### src/satb_regs.svh
// Register indices, field positions, reset values and timing counts
`ifndef SATB_REGS_SVH
`define SATB_REGS_SVH
`define SATB_IDX_CMD 6'h00
`define SATB_IDX_IDLE_CFG 6'h10
`define SATB_IDX_SNIFF_CFG 6'h11
`define SATB_IDX_THRESH 6'h14
`define SATB_IDX_BURST_CFG 6'h16
`define SATB_IDX_BURST_INT 6'h17
`define SATB_IDX_DATA_A 6'h2D
`define SATB_IDX_DATA_B 6'h2E
`define SATB_IDX_TARGET 6'h2F
`define SATB_IDX_STATUS 6'h30
`define SATB_IDLE_BURST_EN 1
`define SATB_SNIFF_CNT_HI 4
`define SATB_SNIFF_CNT_LO 3
`define SATB_BCFG_REP_HI 5
`define SATB_BCFG_REP_LO 4
`define SATB_BCFG_CHIPID 3
`define SATB_BCFG_INTADC 2
`define SATB_BCFG_EXTADC 1
`define SATB_BCFG_RES 0
`define SATB_BCFG_WMASK 8'h3F
`define SATB_CMD_IDLE 8'h04
`define SATB_RST_BYTE 8'h00
`define SATB_RST_THRESH 8'h80
`define SATB_SNIFF_CNT_100 9'h064
`define SATB_SNIFF_CNT_500 9'h1F4
`define SATB_CLK_KHZ 100000
`define SATB_RES_FAST_MS 50
`define SATB_RES_SLOW_MS 15000
`define SATB_GAP_UNIT_US 100
`define SATB_RESP_OKAY 2'h0
`define SATB_RESP_SLVERR 2'h2
`endif

### src/satb_pkg.sv
// Types shared by the sniff threshold and burst transmit logic
package satb_pkg;
  typedef struct packed {
    logic cycle_done;
    logic energy;
    logic id_found;
  } satb_sniff_evt_t;
  typedef struct packed {
    logic [7:0] msg;
    logic chip_id_en;
    logic int_adc_en;
    logic ext_adc_en;
  } satb_tx_req_t;
  typedef enum logic [1:0] {
    ST_IDLE,
    ST_CONV,
    ST_SEND,
    ST_GAP
  } satb_state_t;
endpackage

### src/satb_lfsr.sv
// Random source for repeat gaps, seeded from the chip identifier
`timescale 1ns/1ns
module satb_lfsr import satb_pkg::*; #(
  parameter logic [7:0] SEED = 8'h5A
) (
  input wire logic aclk,
  input wire logic aresetn,
  output logic [7:0] rnd
);
  logic [15:0] lfsr_r;
  always_ff @(posedge aclk) begin
    if (!aresetn) begin
      lfsr_r <= {SEED, ~SEED};
    end else if (lfsr_r[0]) begin
      lfsr_r <= (lfsr_r >> 1) ^ 16'hB400;
    end else begin
      lfsr_r <= lfsr_r >> 1;
    end
  end
  assign rnd = lfsr_r[7:0];
endmodule

### src/satb_autothr.sv
// False wake-up counting and threshold adjust decision
`timescale 1ns/1ns
`include "satb_regs.svh"
module satb_autothr import satb_pkg::*; (
  input wire logic aclk,
  input wire logic aresetn,
  input wire logic [1:0] count_sel,
  input wire logic [7:0] target,
  input wire satb_sniff_evt_t sniff_evt,
  output logic thr_up,
  output logic thr_down
);
  logic [8:0] period;
  logic [8:0] cyc_cnt_r;
  logic [8:0] fw_cnt_r;
  logic [8:0] fw_now;
  logic en;
  logic hit;
  logic period_end;
  logic up_r;
  logic down_r;
  assign en = |count_sel;
  always_comb begin
    case (count_sel)
      2'h2: period = `SATB_SNIFF_CNT_500;
      default: period = `SATB_SNIFF_CNT_100;
    endcase
  end
  assign hit = sniff_evt.cycle_done & sniff_evt.energy & ~sniff_evt.id_found;
  assign fw_now = fw_cnt_r + {8'h00, hit};
  assign period_end = en & sniff_evt.cycle_done & (cyc_cnt_r == period - 9'h001);
  always_ff @(posedge aclk) begin
    if (!aresetn || !en || period_end) begin
      cyc_cnt_r <= 9'h000;
      fw_cnt_r <= 9'h000;
    end else if (sniff_evt.cycle_done) begin
      cyc_cnt_r <= cyc_cnt_r + 9'h001;
      fw_cnt_r <= fw_now;
    end
  end
  always_ff @(posedge aclk) begin
    if (!aresetn) begin
      up_r <= 1'h0;
      down_r <= 1'h0;
    end else begin
      up_r <= 1'h0;
      down_r <= 1'h0;
      if (period_end) begin
        if (fw_now > {1'h0, target}) begin
          up_r <= 1'h1;
        end else if (fw_now < {1'h0, target}) begin
          down_r <= 1'h1;
        end
      end
    end
  end
  assign thr_up = up_r;
  assign thr_down = down_r;
  a_disabled_quiet: assert property (@(posedge aclk) disable iff (!aresetn)
    !en |=> !up_r && !down_r) else $error("adjust while disabled");
  a_false_hold: assert property (@(posedge aclk) disable iff (!aresetn)
    (sniff_evt.cycle_done && sniff_evt.id_found && !period_end) |=>
    fw_cnt_r == $past(fw_cnt_r)) else $error("found id counted as false");
  a_period_clear: assert property (@(posedge aclk) disable iff (!aresetn)
    period_end |=> cyc_cnt_r == 9'h000 && fw_cnt_r == 9'h000) else $error("no restart");
  a_equal_hold: assert property (@(posedge aclk) disable iff (!aresetn)
    (period_end && fw_now == {1'h0, target}) |=> !up_r && !down_r)
    else $error("adjust on equal count");
  a_up_decision: assert property (@(posedge aclk) disable iff (!aresetn)
    (period_end && fw_now > {1'h0, target}) |=> up_r && !down_r)
    else $error("missing raise");
endmodule

### src/satb_top.sv
// Sniff auto-threshold and burst transmit scheduler with AXI4-Lite registers
// Operation
// - Raise threshold at period end when false wake-ups exceed target
// - Lower threshold at period end when false wake-ups are below target
// - False wake-up means energy seen but identifier not found
// - Decide in order: period, target, greater test, then less test
// - Current threshold stays readable by the host at all times
// - Burst starts on idle command while burst enable bit is set
// - Send on interval expiry and immediately on trigger pin
// - Timer bursts send first message byte, pin bursts the second
// - Repeat field adds zero to three extra copies per burst
// - Repeats are spaced by random gaps seeded from chip identifier
// - Chip identifier select bit adds identifier to payload
// - Internal converter bit converts battery and temperature into payload
// - External converter bit converts both external inputs into payload
// - Resolution bit picks fifteen seconds or fifty milliseconds per count
// - Nonzero sniff count field enables automatic adjustment
// - Automatic adjustment overwrites the threshold register
`timescale 1ns/1ns
`include "satb_regs.svh"
module satb_top import satb_pkg::*; #(
  parameter logic [7:0] CHIP_ID = 8'h5A, // Arbitrary value
  parameter logic [7:0] THR_STEP = 8'h01,
  parameter logic [31:0] RES_FAST_CYC = 32'(64'(`SATB_RES_FAST_MS) * `SATB_CLK_KHZ),
  parameter logic [31:0] RES_SLOW_CYC = 32'(64'(`SATB_RES_SLOW_MS) * `SATB_CLK_KHZ),
  parameter logic [31:0] GAP_UNIT_CYC = 32'(64'(`SATB_GAP_UNIT_US) * `SATB_CLK_KHZ / 1000)
) (
  input wire logic aclk,
  input wire logic aresetn,
  input wire logic s_axi_awvalid,
  output logic s_axi_awready,
  input wire logic [7:0] s_axi_awaddr,
  input wire logic s_axi_wvalid,
  output logic s_axi_wready,
  input wire logic [31:0] s_axi_wdata,
  input wire logic [3:0] s_axi_wstrb,
  output logic s_axi_bvalid,
  input wire logic s_axi_bready,
  output logic [1:0] s_axi_bresp,
  input wire logic s_axi_arvalid,
  output logic s_axi_arready,
  input wire logic [7:0] s_axi_araddr,
  output logic s_axi_rvalid,
  input wire logic s_axi_rready,
  output logic [31:0] s_axi_rdata,
  output logic [1:0] s_axi_rresp,
  input wire satb_sniff_evt_t sniff_evt,
  input wire logic burst_trigger_pin_n,
  input wire logic conv_done,
  input wire logic tx_done,
  output logic conv_int_req,
  output logic conv_ext_req,
  output logic tx_start,
  output satb_tx_req_t tx_req,
  output logic [7:0] energy_threshold,
  output logic burst_active
);
  logic awready_r;
  logic wready_r;
  logic bvalid_r;
  logic [1:0] bresp_r;
  logic arready_r;
  logic rvalid_r;
  logic [31:0] rdata_r;
  logic [1:0] rresp_r;
  logic aw_got_r;
  logic w_got_r;
  logic [7:0] awaddr_r;
  logic [31:0] wdata_r;
  logic [3:0] wstrb_r;
  logic wr_fire;
  logic wr_en;
  logic [5:0] wr_idx;
  logic [5:0] rd_idx;
  logic [7:0] cmd_r;
  logic [7:0] idle_cfg_r;
  logic [7:0] sniff_cfg_r;
  logic [7:0] thr_r;
  logic [7:0] burst_cfg_r;
  logic [7:0] burst_int_r;
  logic [7:0] data_a_r;
  logic [7:0] data_b_r;
  logic [7:0] target_r;
  logic thr_up;
  logic thr_down;
  logic [7:0] rnd;
  logic burst_active_r;
  logic cmd_wr;
  logic sync1_r;
  logic sync2_r;
  logic sync3_r;
  logic pin_lvl_r;
  logic pin_fall;
  logic [31:0] res_cnt_r;
  logic [31:0] res_lim;
  logic [7:0] int_cnt_r;
  logic res_tick;
  logic tmr_exp;
  logic tmr_pend_r;
  logic pin_pend_r;
  logic go;
  satb_state_t st_r;
  satb_tx_req_t tx_req_r;
  logic tx_start_r;
  logic conv_int_r;
  logic conv_ext_r;
  logic src_pin_r;
  logic [1:0] rep_left_r;
  logic [8:0] gap_units_r;
  logic [31:0] gap_cnt_r;
  logic [2:0] n_starts_r;
  logic [1:0] rep_total_r;

  function automatic logic mapped(input logic [5:0] idx);
    case (idx)
      `SATB_IDX_CMD, `SATB_IDX_IDLE_CFG, `SATB_IDX_SNIFF_CFG, `SATB_IDX_THRESH,
      `SATB_IDX_BURST_CFG, `SATB_IDX_BURST_INT, `SATB_IDX_DATA_A, `SATB_IDX_DATA_B,
      `SATB_IDX_TARGET, `SATB_IDX_STATUS: mapped = 1'h1;
      default: mapped = 1'h0;
    endcase
  endfunction

  // Write address and data, taken in either order
  assign wr_fire = aw_got_r & w_got_r & ~bvalid_r;
  assign wr_idx = awaddr_r[7:2];
  assign wr_en = wr_fire & wstrb_r[0] & mapped(wr_idx);
  assign rd_idx = s_axi_araddr[7:2];

  always_ff @(posedge aclk) begin
    if (!aresetn) begin
      awready_r <= 1'h0;
      aw_got_r <= 1'h0;
      awaddr_r <= 8'h00;
    end else if (s_axi_awvalid && awready_r) begin
      awready_r <= 1'h0;
      aw_got_r <= 1'h1;
      awaddr_r <= s_axi_awaddr;
    end else if (bvalid_r && s_axi_bready) begin
      aw_got_r <= 1'h0;
    end else if (!aw_got_r) begin
      awready_r <= 1'h1;
    end
  end

  always_ff @(posedge aclk) begin
    if (!aresetn) begin
      wready_r <= 1'h0;
      w_got_r <= 1'h0;
      wdata_r <= 32'h0000_0000;
      wstrb_r <= 4'h0;
    end else if (s_axi_wvalid && wready_r) begin
      wready_r <= 1'h0;
      w_got_r <= 1'h1;
      wdata_r <= s_axi_wdata;
      wstrb_r <= s_axi_wstrb;
    end else if (bvalid_r && s_axi_bready) begin
      w_got_r <= 1'h0;
    end else if (!w_got_r) begin
      wready_r <= 1'h1;
    end
  end

  always_ff @(posedge aclk) begin
    if (!aresetn) begin
      bvalid_r <= 1'h0;
      bresp_r <= `SATB_RESP_OKAY;
    end else if (wr_fire) begin
      bvalid_r <= 1'h1;
      bresp_r <= mapped(wr_idx) ? `SATB_RESP_OKAY : `SATB_RESP_SLVERR;
    end else if (s_axi_bready) begin
      bvalid_r <= 1'h0;
    end
  end

  // Read channel, answer one cycle after the address is taken
  always_ff @(posedge aclk) begin
    if (!aresetn) begin
      arready_r <= 1'h0;
      rvalid_r <= 1'h0;
      rdata_r <= 32'h0000_0000;
      rresp_r <= `SATB_RESP_OKAY;
    end else if (s_axi_arvalid && arready_r) begin
      arready_r <= 1'h0;
      rvalid_r <= 1'h1;
      rresp_r <= mapped(rd_idx) ? `SATB_RESP_OKAY : `SATB_RESP_SLVERR;
      case (rd_idx)
        `SATB_IDX_CMD: rdata_r <= {24'h00_0000, cmd_r};
        `SATB_IDX_IDLE_CFG: rdata_r <= {24'h00_0000, idle_cfg_r};
        `SATB_IDX_SNIFF_CFG: rdata_r <= {24'h00_0000, sniff_cfg_r};
        `SATB_IDX_THRESH: rdata_r <= {24'h00_0000, thr_r};
        `SATB_IDX_BURST_CFG: rdata_r <= {24'h00_0000, burst_cfg_r};
        `SATB_IDX_BURST_INT: rdata_r <= {24'h00_0000, burst_int_r};
        `SATB_IDX_DATA_A: rdata_r <= {24'h00_0000, data_a_r};
        `SATB_IDX_DATA_B: rdata_r <= {24'h00_0000, data_b_r};
        `SATB_IDX_TARGET: rdata_r <= {24'h00_0000, target_r};
        `SATB_IDX_STATUS: rdata_r <= {30'h0000_0000, burst_active_r, st_r != ST_IDLE};
        default: rdata_r <= 32'h0000_0000;
      endcase
    end else if (rvalid_r && s_axi_rready) begin
      rvalid_r <= 1'h0;
      arready_r <= 1'h1;
    end else if (!rvalid_r) begin
      arready_r <= 1'h1;
    end
  end

  // Software configuration registers
  always_ff @(posedge aclk) begin
    if (!aresetn) begin
      cmd_r <= `SATB_RST_BYTE;
      idle_cfg_r <= `SATB_RST_BYTE;
      sniff_cfg_r <= `SATB_RST_BYTE;
      burst_cfg_r <= `SATB_RST_BYTE;
      burst_int_r <= `SATB_RST_BYTE;
      data_a_r <= `SATB_RST_BYTE;
      data_b_r <= `SATB_RST_BYTE;
      target_r <= `SATB_RST_BYTE;
    end else if (wr_en) begin
      case (wr_idx)
        `SATB_IDX_CMD: cmd_r <= wdata_r[7:0];
        `SATB_IDX_IDLE_CFG: idle_cfg_r <= wdata_r[7:0];
        `SATB_IDX_SNIFF_CFG: sniff_cfg_r <= wdata_r[7:0];
        `SATB_IDX_BURST_CFG: burst_cfg_r <= wdata_r[7:0] & `SATB_BCFG_WMASK;
        `SATB_IDX_BURST_INT: burst_int_r <= wdata_r[7:0];
        `SATB_IDX_DATA_A: data_a_r <= wdata_r[7:0];
        `SATB_IDX_DATA_B: data_b_r <= wdata_r[7:0];
        `SATB_IDX_TARGET: target_r <= wdata_r[7:0];
        default: ;
      endcase
    end
  end

  satb_autothr u_autothr (
    .aclk(aclk),
    .aresetn(aresetn),
    .count_sel(sniff_cfg_r[`SATB_SNIFF_CNT_HI:`SATB_SNIFF_CNT_LO]),
    .target(target_r),
    .sniff_evt(sniff_evt),
    .thr_up(thr_up),
    .thr_down(thr_down)
  );

  always_ff @(posedge aclk) begin
    if (!aresetn) begin
      thr_r <= `SATB_RST_THRESH;
    end else if (thr_up) begin
      thr_r <= (thr_r > 8'hFF - THR_STEP) ? 8'hFF : 8'(thr_r + THR_STEP);
    end else if (thr_down) begin
      thr_r <= (thr_r < THR_STEP) ? 8'h00 : 8'(thr_r - THR_STEP);
    end else if (wr_en && wr_idx == `SATB_IDX_THRESH) begin
      thr_r <= wdata_r[7:0];
    end
  end

  assign cmd_wr = wr_en && wr_idx == `SATB_IDX_CMD;
  always_ff @(posedge aclk) begin
    if (!aresetn) begin
      burst_active_r <= 1'h0;
    end else if (cmd_wr && wdata_r[7:0] == `SATB_CMD_IDLE
                 && idle_cfg_r[`SATB_IDLE_BURST_EN]) begin
      burst_active_r <= 1'h1;
    end else if (cmd_wr || !idle_cfg_r[`SATB_IDLE_BURST_EN]) begin
      burst_active_r <= 1'h0;
    end
  end

  // Trigger pin synchroniser and falling edge
  always_ff @(posedge aclk) begin
    if (!aresetn) begin
      sync1_r <= 1'h1;
      sync2_r <= 1'h1;
      sync3_r <= 1'h1;
      pin_lvl_r <= 1'h1;
    end else begin
      sync1_r <= burst_trigger_pin_n;
      sync2_r <= sync1_r;
      sync3_r <= sync2_r;
      if (sync2_r == sync3_r) begin
        pin_lvl_r <= sync3_r;
      end
    end
  end
  assign pin_fall = pin_lvl_r & ~sync2_r & ~sync3_r;

  assign res_lim = (burst_cfg_r[`SATB_BCFG_RES] ? RES_SLOW_CYC : RES_FAST_CYC) - 32'h1;
  assign res_tick = res_cnt_r >= res_lim;
  assign tmr_exp = burst_active_r & res_tick & (int_cnt_r >= burst_int_r);
  always_ff @(posedge aclk) begin
    if (!aresetn || !burst_active_r) begin
      res_cnt_r <= 32'h0000_0000;
      int_cnt_r <= 8'h00;
    end else if (res_tick) begin
      res_cnt_r <= 32'h0000_0000;
      int_cnt_r <= (int_cnt_r >= burst_int_r) ? 8'h00 : int_cnt_r + 8'h01;
    end else begin
      res_cnt_r <= res_cnt_r + 32'h1;
    end
  end

  assign go = (st_r == ST_IDLE) & (pin_pend_r | tmr_pend_r);
  always_ff @(posedge aclk) begin
    if (!aresetn) begin
      tmr_pend_r <= 1'h0;
      pin_pend_r <= 1'h0;
    end else begin
      tmr_pend_r <= burst_active_r & (tmr_exp | (tmr_pend_r & ~(go & ~pin_pend_r)));
      pin_pend_r <= burst_active_r & (pin_fall | (pin_pend_r & ~go));
    end
  end

  satb_lfsr #(
    .SEED(CHIP_ID)
  ) u_lfsr (
    .aclk(aclk),
    .aresetn(aresetn),
    .rnd(rnd)
  );

  // Burst sequencer
  always_ff @(posedge aclk) begin
    if (!aresetn) begin
      st_r <= ST_IDLE;
      tx_req_r <= '0;
      tx_start_r <= 1'h0;
      conv_int_r <= 1'h0;
      conv_ext_r <= 1'h0;
      src_pin_r <= 1'h0;
      rep_left_r <= 2'h0;
      gap_units_r <= 9'h000;
      gap_cnt_r <= 32'h0000_0000;
    end else begin
      tx_start_r <= 1'h0;
      conv_int_r <= 1'h0;
      conv_ext_r <= 1'h0;
      unique case (st_r)
        ST_IDLE: begin
          if (go) begin
            src_pin_r <= pin_pend_r;
            tx_req_r.msg <= pin_pend_r ? data_b_r : data_a_r;
            tx_req_r.chip_id_en <= burst_cfg_r[`SATB_BCFG_CHIPID];
            tx_req_r.int_adc_en <= burst_cfg_r[`SATB_BCFG_INTADC];
            tx_req_r.ext_adc_en <= burst_cfg_r[`SATB_BCFG_EXTADC];
            rep_left_r <= burst_cfg_r[`SATB_BCFG_REP_HI:`SATB_BCFG_REP_LO];
            if (burst_cfg_r[`SATB_BCFG_INTADC] || burst_cfg_r[`SATB_BCFG_EXTADC]) begin
              conv_int_r <= burst_cfg_r[`SATB_BCFG_INTADC];
              conv_ext_r <= burst_cfg_r[`SATB_BCFG_EXTADC];
              st_r <= ST_CONV;
            end else begin
              tx_start_r <= 1'h1;
              st_r <= ST_SEND;
            end
          end
        end
        ST_CONV: begin
          if (conv_done) begin
            tx_start_r <= 1'h1;
            st_r <= ST_SEND;
          end
        end
        ST_SEND: begin
          if (tx_done && rep_left_r == 2'h0) begin
            st_r <= ST_IDLE;
          end else if (tx_done) begin
            rep_left_r <= rep_left_r - 2'h1;
            gap_units_r <= {1'h0, rnd} + 9'h001;
            gap_cnt_r <= 32'h0000_0000;
            st_r <= ST_GAP;
          end
        end
        ST_GAP: begin
          if (gap_cnt_r < GAP_UNIT_CYC - 32'h1) begin
            gap_cnt_r <= gap_cnt_r + 32'h1;
          end else if (gap_units_r == 9'h001) begin
            tx_start_r <= 1'h1;
            st_r <= ST_SEND;
          end else begin
            gap_cnt_r <= 32'h0000_0000;
            gap_units_r <= gap_units_r - 9'h001;
          end
        end
      endcase
    end
  end

  assign s_axi_awready = awready_r;
  assign s_axi_wready = wready_r;
  assign s_axi_bvalid = bvalid_r;
  assign s_axi_bresp = bresp_r;
  assign s_axi_arready = arready_r;
  assign s_axi_rvalid = rvalid_r;
  assign s_axi_rdata = rdata_r;
  assign s_axi_rresp = rresp_r;
  assign conv_int_req = conv_int_r;
  assign conv_ext_req = conv_ext_r;
  assign tx_start = tx_start_r;
  assign tx_req = tx_req_r;
  assign energy_threshold = thr_r;
  assign burst_active = burst_active_r;

  // Copies sent within one burst
  always_ff @(posedge aclk) begin
    if (!aresetn || go) begin
      n_starts_r <= 3'h0;
      rep_total_r <= go ? burst_cfg_r[`SATB_BCFG_REP_HI:`SATB_BCFG_REP_LO] : 2'h0;
    end else if (tx_start_r) begin
      n_starts_r <= n_starts_r + 3'h1;
    end
  end

  a_thr_rise: assert property (@(posedge aclk) disable iff (!aresetn)
    (thr_up && thr_r <= 8'hFF - THR_STEP) |=> thr_r == 8'($past(thr_r) + THR_STEP))
    else $error("threshold not raised");
  a_thr_fall: assert property (@(posedge aclk) disable iff (!aresetn)
    (thr_down && thr_r >= THR_STEP) |=> thr_r == 8'($past(thr_r) - THR_STEP))
    else $error("threshold not lowered");
  a_burst_arm: assert property (@(posedge aclk) disable iff (!aresetn)
    (cmd_wr && wdata_r[7:0] == `SATB_CMD_IDLE && idle_cfg_r[`SATB_IDLE_BURST_EN])
    |=> burst_active_r) else $error("idle command did not arm burst");
  a_pin_request: assert property (@(posedge aclk) disable iff (!aresetn)
    (burst_active_r && idle_cfg_r[`SATB_IDLE_BURST_EN] && !cmd_wr && pin_fall)
    |=> pin_pend_r) else $error("trigger pin lost");
  a_msg_select: assert property (@(posedge aclk) disable iff (!aresetn)
    go |=> tx_req_r.msg == ($past(pin_pend_r) ? $past(data_b_r) : $past(data_a_r)))
    else $error("wrong message byte");
  a_repeat_count: assert property (@(posedge aclk) disable iff (!aresetn)
    (st_r == ST_SEND && tx_done && rep_left_r == 2'h0)
    |-> n_starts_r == {1'h0, rep_total_r} + 3'h1) else $error("wrong copy count");
  a_gap_follow: assert property (@(posedge aclk) disable iff (!aresetn)
    (st_r == ST_SEND && tx_done && rep_left_r != 2'h0)
    |=> st_r == ST_GAP ##1 !tx_start_r) else $error("repeat without gap");
  a_payload_flags: assert property (@(posedge aclk) disable iff (!aresetn)
    go |=> tx_req_r.chip_id_en == $past(burst_cfg_r[`SATB_BCFG_CHIPID])
    && conv_int_r == $past(burst_cfg_r[`SATB_BCFG_INTADC])
    && conv_ext_r == $past(burst_cfg_r[`SATB_BCFG_EXTADC])) else $error("payload flags");
  a_res_bound: assert property (@(posedge aclk) disable iff (!aresetn)
    burst_active_r && $stable(burst_cfg_r[`SATB_BCFG_RES])
    |-> res_cnt_r <= (burst_cfg_r[`SATB_BCFG_RES] ? RES_SLOW_CYC
    : RES_FAST_CYC)) else $error("resolution count overrun");
  a_reserved_zero: assert property (@(posedge aclk) disable iff (!aresetn)
    burst_cfg_r[7:6] == 2'h0) else $error("reserved bits stored");
  c_pin_burst: cover property (@(posedge aclk) disable iff (!aresetn)
    go && pin_pend_r ##[1:20] tx_start_r);
  c_repeat_gap: cover property (@(posedge aclk) disable iff (!aresetn)
    st_r == ST_GAP ##[1:300] tx_start_r);
  c_thr_move: cover property (@(posedge aclk) disable iff (!aresetn) thr_up or thr_down);
endmodule

### config.mk
export PLATFORM = sky130hd
export DESIGN_NAME = satb_top
export DESIGN_NICKNAME = d
export VERILOG_FILES = /design/src/satb_pkg.sv /design/src/satb_lfsr.sv /design/src/satb_autothr.sv /design/src/satb_top.sv
export VERILOG_INCLUDE_DIRS = /design/src
export SDC_FILE = /design/constraint.sdc
export NUM_CORES = 1
export LEC_CHECK = 0
export BUFFER_PORTS_ARGS = -buffer_cell sky130_fd_sc_hd__buf_2
export CORE_UTILIZATION = 38
export CTS_BUF_LIST = sky130_fd_sc_hd__clkbuf_4 sky130_fd_sc_hd__clkbuf_8
export DETAILED_ROUTE_END_ITERATION = 10
export PLACE_DENSITY = 0.66
export RECOVER_POWER = 25
export SYNTH_ARGS = -nofsm -noshare
export SYNTH_HDL_FRONTEND = slang
export SYNTH_SLANG_ARGS = --single-unit
### constraint.sdc
create_clock -name aclk -period 3.3 [get_ports aclk]
set_input_delay 0.99 -clock aclk [delete_from_list [all_inputs] [get_ports aclk]]
set_output_delay 0.99 -clock aclk [all_outputs]
set_load 0.01 [all_outputs]
Word-level counts from Yosys, hierarchy flattened --
Index checks and enable logic that the tools add are counted.
Word-level totals: input bits 65, output and inout bits 64, register bits after elaboration 272, word-level logic and storage cells 255
Operators by class: equality and inequality tests 36, $lt $le $gt $ge 7, bitwise operators 34, multiplexer cells 60, $add $sub $neg 12, reductions and logical operators 58
Operators by type and width (number):
- 32-bit two-way mux | 4
- 8-bit one-hot mux with 10 select lines | 1
- 32-bit by 1-bit adder with 32-bit output, second input constant | 2
- 32-bit one-hot mux with 2 select lines | 1
- 6-bit by 5-bit equality test with 1-bit output, second input constant | 10
- 8-bit two-way mux | 7
- 6-bit equality test, second input constant | 8
- 9-bit two-way mux | 5
- 32-bit greater-or-equal comparator | 1
- 32-bit by 14-bit less-than comparator with 1-bit output, second input constant | 1
- 31-bit by 1-bit subtractor with 32-bit output, second input constant | 1
- 31-bit two-way mux | 1
- 2-bit AND reduction | 13
- 1-bit two-way mux | 24
- 2-bit two-way mux | 12
- 10-bit OR reduction | 2
- 1-bit AND | 18
- 9-bit one-hot mux with 2 select lines | 1
- 9-bit by 1-bit subtractor with 9-bit output, second input constant | 2
- 8-bit by 1-bit adder with 8-bit output, second input constant | 2
- 2-bit nonzero test | 8
- 14-bit two-way mux | 1
- 2-bit != test, second input constant | 7
- 6-bit logical NOT | 2
- other kinds (33) | 73

Logic depth before layout (Yosys ltp) --
depth after elaboration 8, gate-level depth with buffers 13, mapped depth without buffers 11

Hierarchy --
Synthesis repeated with hierarchy kept, for this count alone.
Second synthesis, totals: cell total of the unflattened synthesis 1433, area total of the unflattened synthesis 12142.9 um2
Modules (own cells, without submodules):
- satb_top | instances 1, cells each 1254, area an instance 10472.5 um2, sequential area each 4164.0 um2
- satb_autothr | instances 1, cells each 135, area an instance 1154.9 um2, sequential area each 400.4 um2
- satb_lfsr | instances 1, cells each 44, area an instance 515.5 um2, sequential area each 320.3 um2

Least setup slack after synthesis --
Ideal clock, no wire load.
path kind input -> register, start input sniff_evt[2] in the netlist's numbering, end register u_autothr.up_r (netlist: u_autothr.thr_up), setup time 115 ps, stages on the path 13, required time 3185 ps, setup slack -129 ps, path buffers 2, data arrival time 3315 ps, cells stage by stage clkbuf_1 clkbuf_1 nand2_1 nor2_1 ha_1 and3_1 and3_1 nand3_1 xnor2_1 ha_1 nand4_1 o311a_1 o21a_1
Between the ends: cells in the longest elaborated chain, start to end 5, elaborated cells between the ends (all ways) 8, those cells by class add/sub (1); order compare (1); mux (1); bitwise (4); reduce/logical (1)
RTL lines:
- start, declared | line satb_top.sv:47 | input wire satb_sniff_evt_t sniff_evt,
- 1-bit AND (2 in a row) | line satb_autothr.sv:29 | assign hit = sniff_evt.cycle_done & sniff_evt.energy & ~sniff_evt.id_found;
- 9-bit by 1-bit adder with 9-bit output | line satb_autothr.sv:30 | assign fw_now = fw_cnt_r + {8'h00, hit};
- net u_autothr.fw_now[7] | line satb_autothr.sv:16 | logic [8:0] fw_now;
- 9-bit by 8-bit greater-than comparator with 1-bit output | line satb_autothr.sv:49 | if (fw_now > {1'h0, target}) begin
- 1-bit two-way mux | line satb_autothr.sv:49
- end signal, assigned | line satb_autothr.sv:43 | up_r <= 1'h0;
- end signal, assigned | line satb_autothr.sv:46 | up_r <= 1'h0;
- end signal, assigned | line satb_autothr.sv:50 | up_r <= 1'h1;
- end, declared | line satb_autothr.sv:20 | logic up_r;
The timed path passes the listed nets, and every way through them passes these cells. A chain may end at the register's enable or synchronous reset.

==> impl_metrics.toml <==
[setup_path]
cp-end-kind = "flip-flop"
path_class = "input port to flip-flop"
cp_slowest_cell = "clkinvlp_2"
critPathMaxStageDelay_ns = 0.81
start_kind = "input port"
cp.required_ns = 3.80
crit_fanout = 16
worstPathCellList = "clkbuf_1 -> clkinvlp_2 -> a21oi_1 -> a22o_1"
cp_data_arrival_time_ns = 3.35

[global_routing]
grt_max_degree = 102
grt_pass1_wl_um = 48000
grt_pass1_vias = 9555
grt_overflow = 0
antenna_found_initial = 0
grt_use_total_pct = 17.9

[timing]
rsz0062_at_grt = "no"
tns_ns = 0
drv_slew = 0
period_share_pct = 86.5
hold_ws_ns = 0.405
max-slew-margin-rel_pct = 48.1
max_freq_mhz = 350
skew_ns = 0.0367
finalCriticalPeriod_ns = 2.86
hold_violations = 0
finalWorstSetupSlack_ns = 0.444
worstMarginPinSlew_ns = 0.775
setup_viol = 0

[clock_network]
htreeDepth = 2
cts_max_path_buffers = 3
path_clk_slew_ns = 0.06
postCtsHoldBufs = 0
clk_latency_ns = 0.58
post_cts_resized = 0
root_buffer = "clkbuf_8"
cts_made_buffers = 43
clock-sinks = 244
cts_setup_buffers = 0
cts_tree = "yes"

[routing]
wl_per_cell_um = 15.4
dr.first_iter.drc_count = 709
vias = 10012
drc = 0
routed_wl_um = 29300
via_per_inst = 5.28
dr.pass1.iters = 6
postRouteAntennaNets = 0

[synthesis]
synth_seq_cells = 244
synth.cell_area_mm2 = 0.0121
ys.flop_type = "dfxtp_1"
netlist_instances = 1416
avgSynthCellArea_um2 = 8.56
synth_cell_types = 80
synth-warning-count = 0
synth-edff-count = 0
async_flop_share_pct = 0
ys_seq_area_share_pct = 40.3

[placement]
gp_congestion = 0.851
placed_area_mm2 = 0.0126
dp_hpwl_um = 20300
place_ws_ns = 0.226
dp_cells = 1822
io_buffer_count = 71

[finish]
nets = 1572
antennaDiodeCount = 0
layout_commonest_cell = "dfxtp_1"
final_area_mm2 = 0.0136
nFillCells = 3110
multi_input_area_mm2 = 0.00668
utilization_pct = 43.1
layout_common_cells = "244 x dfxtp_1, 225 x nor2_1, 116 x nand2_1, 83 x mux2i_1, 74 x a21oi_1"
area_growth_pct = 11.8
register_area_mm2 = 0.00488
fin_cells = 1898
drive_gt1_share_pct = 12.4

[run_status]
status = "complete, no violations"

[die]
rows = 65
initial_core_util_pct = 38.5
die_y_um = 181
io_pins = 129
die-area_mm2 = 0.0326
dieWidth_um = 181
core_mm2 = 0.0315

[pwr]
p_leak_nw = 5.32
vdd_drop_max_v = 0.000270
p_per_area_mw_per_mm2 = 458
total_power_mw = 6.21

[min_path]
min_path_type = "flip-flop to flip-flop"

[job]
maxCapViolCount = 0
==> worst max-delay path: cells and delay by family <==
kind                   cells  cell delay [ns]
buffers and inverters      2             1.30
AO/OA/AOI/OAI              2             1.05
==> cell type report <==
class,count,share of cell area (%)
timing repair buffer,80,3.20
tap,402,3.71
clock inverter,10,0.683
clock buffer,66,6.01
sequential,244,36.0
multi-input combinational,1058,49.3
inverter,38,1.06
==> sequential cells by signal, indices dropped and copies added (netlist names), 9 cells and up <==
name	flops
u_autothr.cyc_cnt_r	9
u_autothr.fw_cnt_r	9
gap_units_r	9
tx_req	11
gap_cnt_r	32
u_lfsr.lfsr_r	16
res_cnt_r	32
==> cells by family after synthesis <==
group | Yosys count | share of synthesized area, %
buffers and inverters | 139 | 5.37
DFF | 244 | 40.3
xor gates and xnor gates | 80 | 5.78
other | 1 | 0.0309
AOI/OAI and AO/OA | 225 | 12.5
and+or+nand+nor | 597 | 24.3
adders and majority gates | 42 | 4.34
muxes | 88 | 7.32
==> where the power goes <==
group | total (mW) | leakage (nW) | internal, mW | switching, mW
Clock | 2.94 | 0.485 | 1.66 | 1.28
Combinational | 0.236 | 2.86 | 0.0830 | 0.153
Sequential | 3.04 | 1.97 | 2.98 | 0.0544
==> routing by layer <==
metal | wire (µm) | track usage, % | vias to the layer above | part of all wire (%)
met4 | 750 | 6.94 | 0 | 2.6
met3 | 1480 | 3.46 | 57 | 5.1
met5 | 0 | 0 | - | 0
li1 | - | - | 5039 | -
met1 | 13500 | 23.3 | 4687 | 46
met2 | 13500 | 29.2 | 229 | 46
==> final timing paths <==
| kind | slack [ns] | start | depth (start not counted) | to |
|---|---|---|---|---|
| max | 0.44 | aresetn | 4 | s_axi_rdata[3] |
| min | 0.41 | u_lfsr.lfsr_r[10] | 1 | u_lfsr.lfsr_r[9] |
| max reg2reg | 0.61 | burst_cfg_r[0] | 8 | int_cnt_r[7] |
| min reg2reg | 0.41 | u_lfsr.lfsr_r[10] | 1 | u_lfsr.lfsr_r[9] |
==> cells in the mapped netlist (4+ instances only) <==
| master | number | share of area, % |
|---|---|---|
| a211oi_1 | 14 | 0.87 |
| a21oi_1 | 74 | 3.1 |
| a221oi_1 | 4 | 0.29 |
| a222oi_1 | 5 | 0.41 |
| a22o_1 | 8 | 0.58 |
| a22oi_1 | 11 | 0.68 |
| a31oi_1 | 14 | 0.72 |
| and2_1 | 20 | 1.0 |
| and3_1 | 34 | 1.8 |
| and4_1 | 6 | 0.43 |
| and4b_1 | 5 | 0.41 |
| buf_1 | 6 | 0.19 |
| buf_2 | 13 | 0.54 |
| buf_4 | 26 | 1.6 |
| clkbuf_1 | 54 | 1.7 |
| dfxtp_1 | 244 | 40 |
| ha_1 | 42 | 4.3 |
| inv_1 | 36 | 1.1 |
| mux2_2 | 5 | 0.46 |
| mux2i_1 | 83 | 6.9 |
| nand2_1 | 116 | 3.6 |
| nand2b_1 | 24 | 1.2 |
| nand3_1 | 52 | 2.1 |
| nand3b_1 | 4 | 0.25 |
| nand4_1 | 26 | 1.3 |
| nor2_1 | 225 | 7.0 |
| nor2b_1 | 8 | 0.41 |
| nor3_1 | 24 | 0.99 |
| nor3_2 | 7 | 0.58 |
| nor3b_1 | 5 | 0.31 |
| nor4_1 | 8 | 0.41 |
| o211ai_1 | 11 | 0.68 |
| o21a_1 | 8 | 0.50 |
| o21ai_0 | 21 | 0.87 |
| o21ai_1 | 9 | 0.37 |
| o22ai_1 | 9 | 0.46 |
| o31ai_1 | 6 | 0.37 |
| or3_1 | 7 | 0.36 |
| or4_1 | 4 | 0.25 |
| xnor2_1 | 43 | 3.1 |
| xor2_1 | 37 | 2.7 |
No activity file was read; power rests on OpenSTA's default activity.
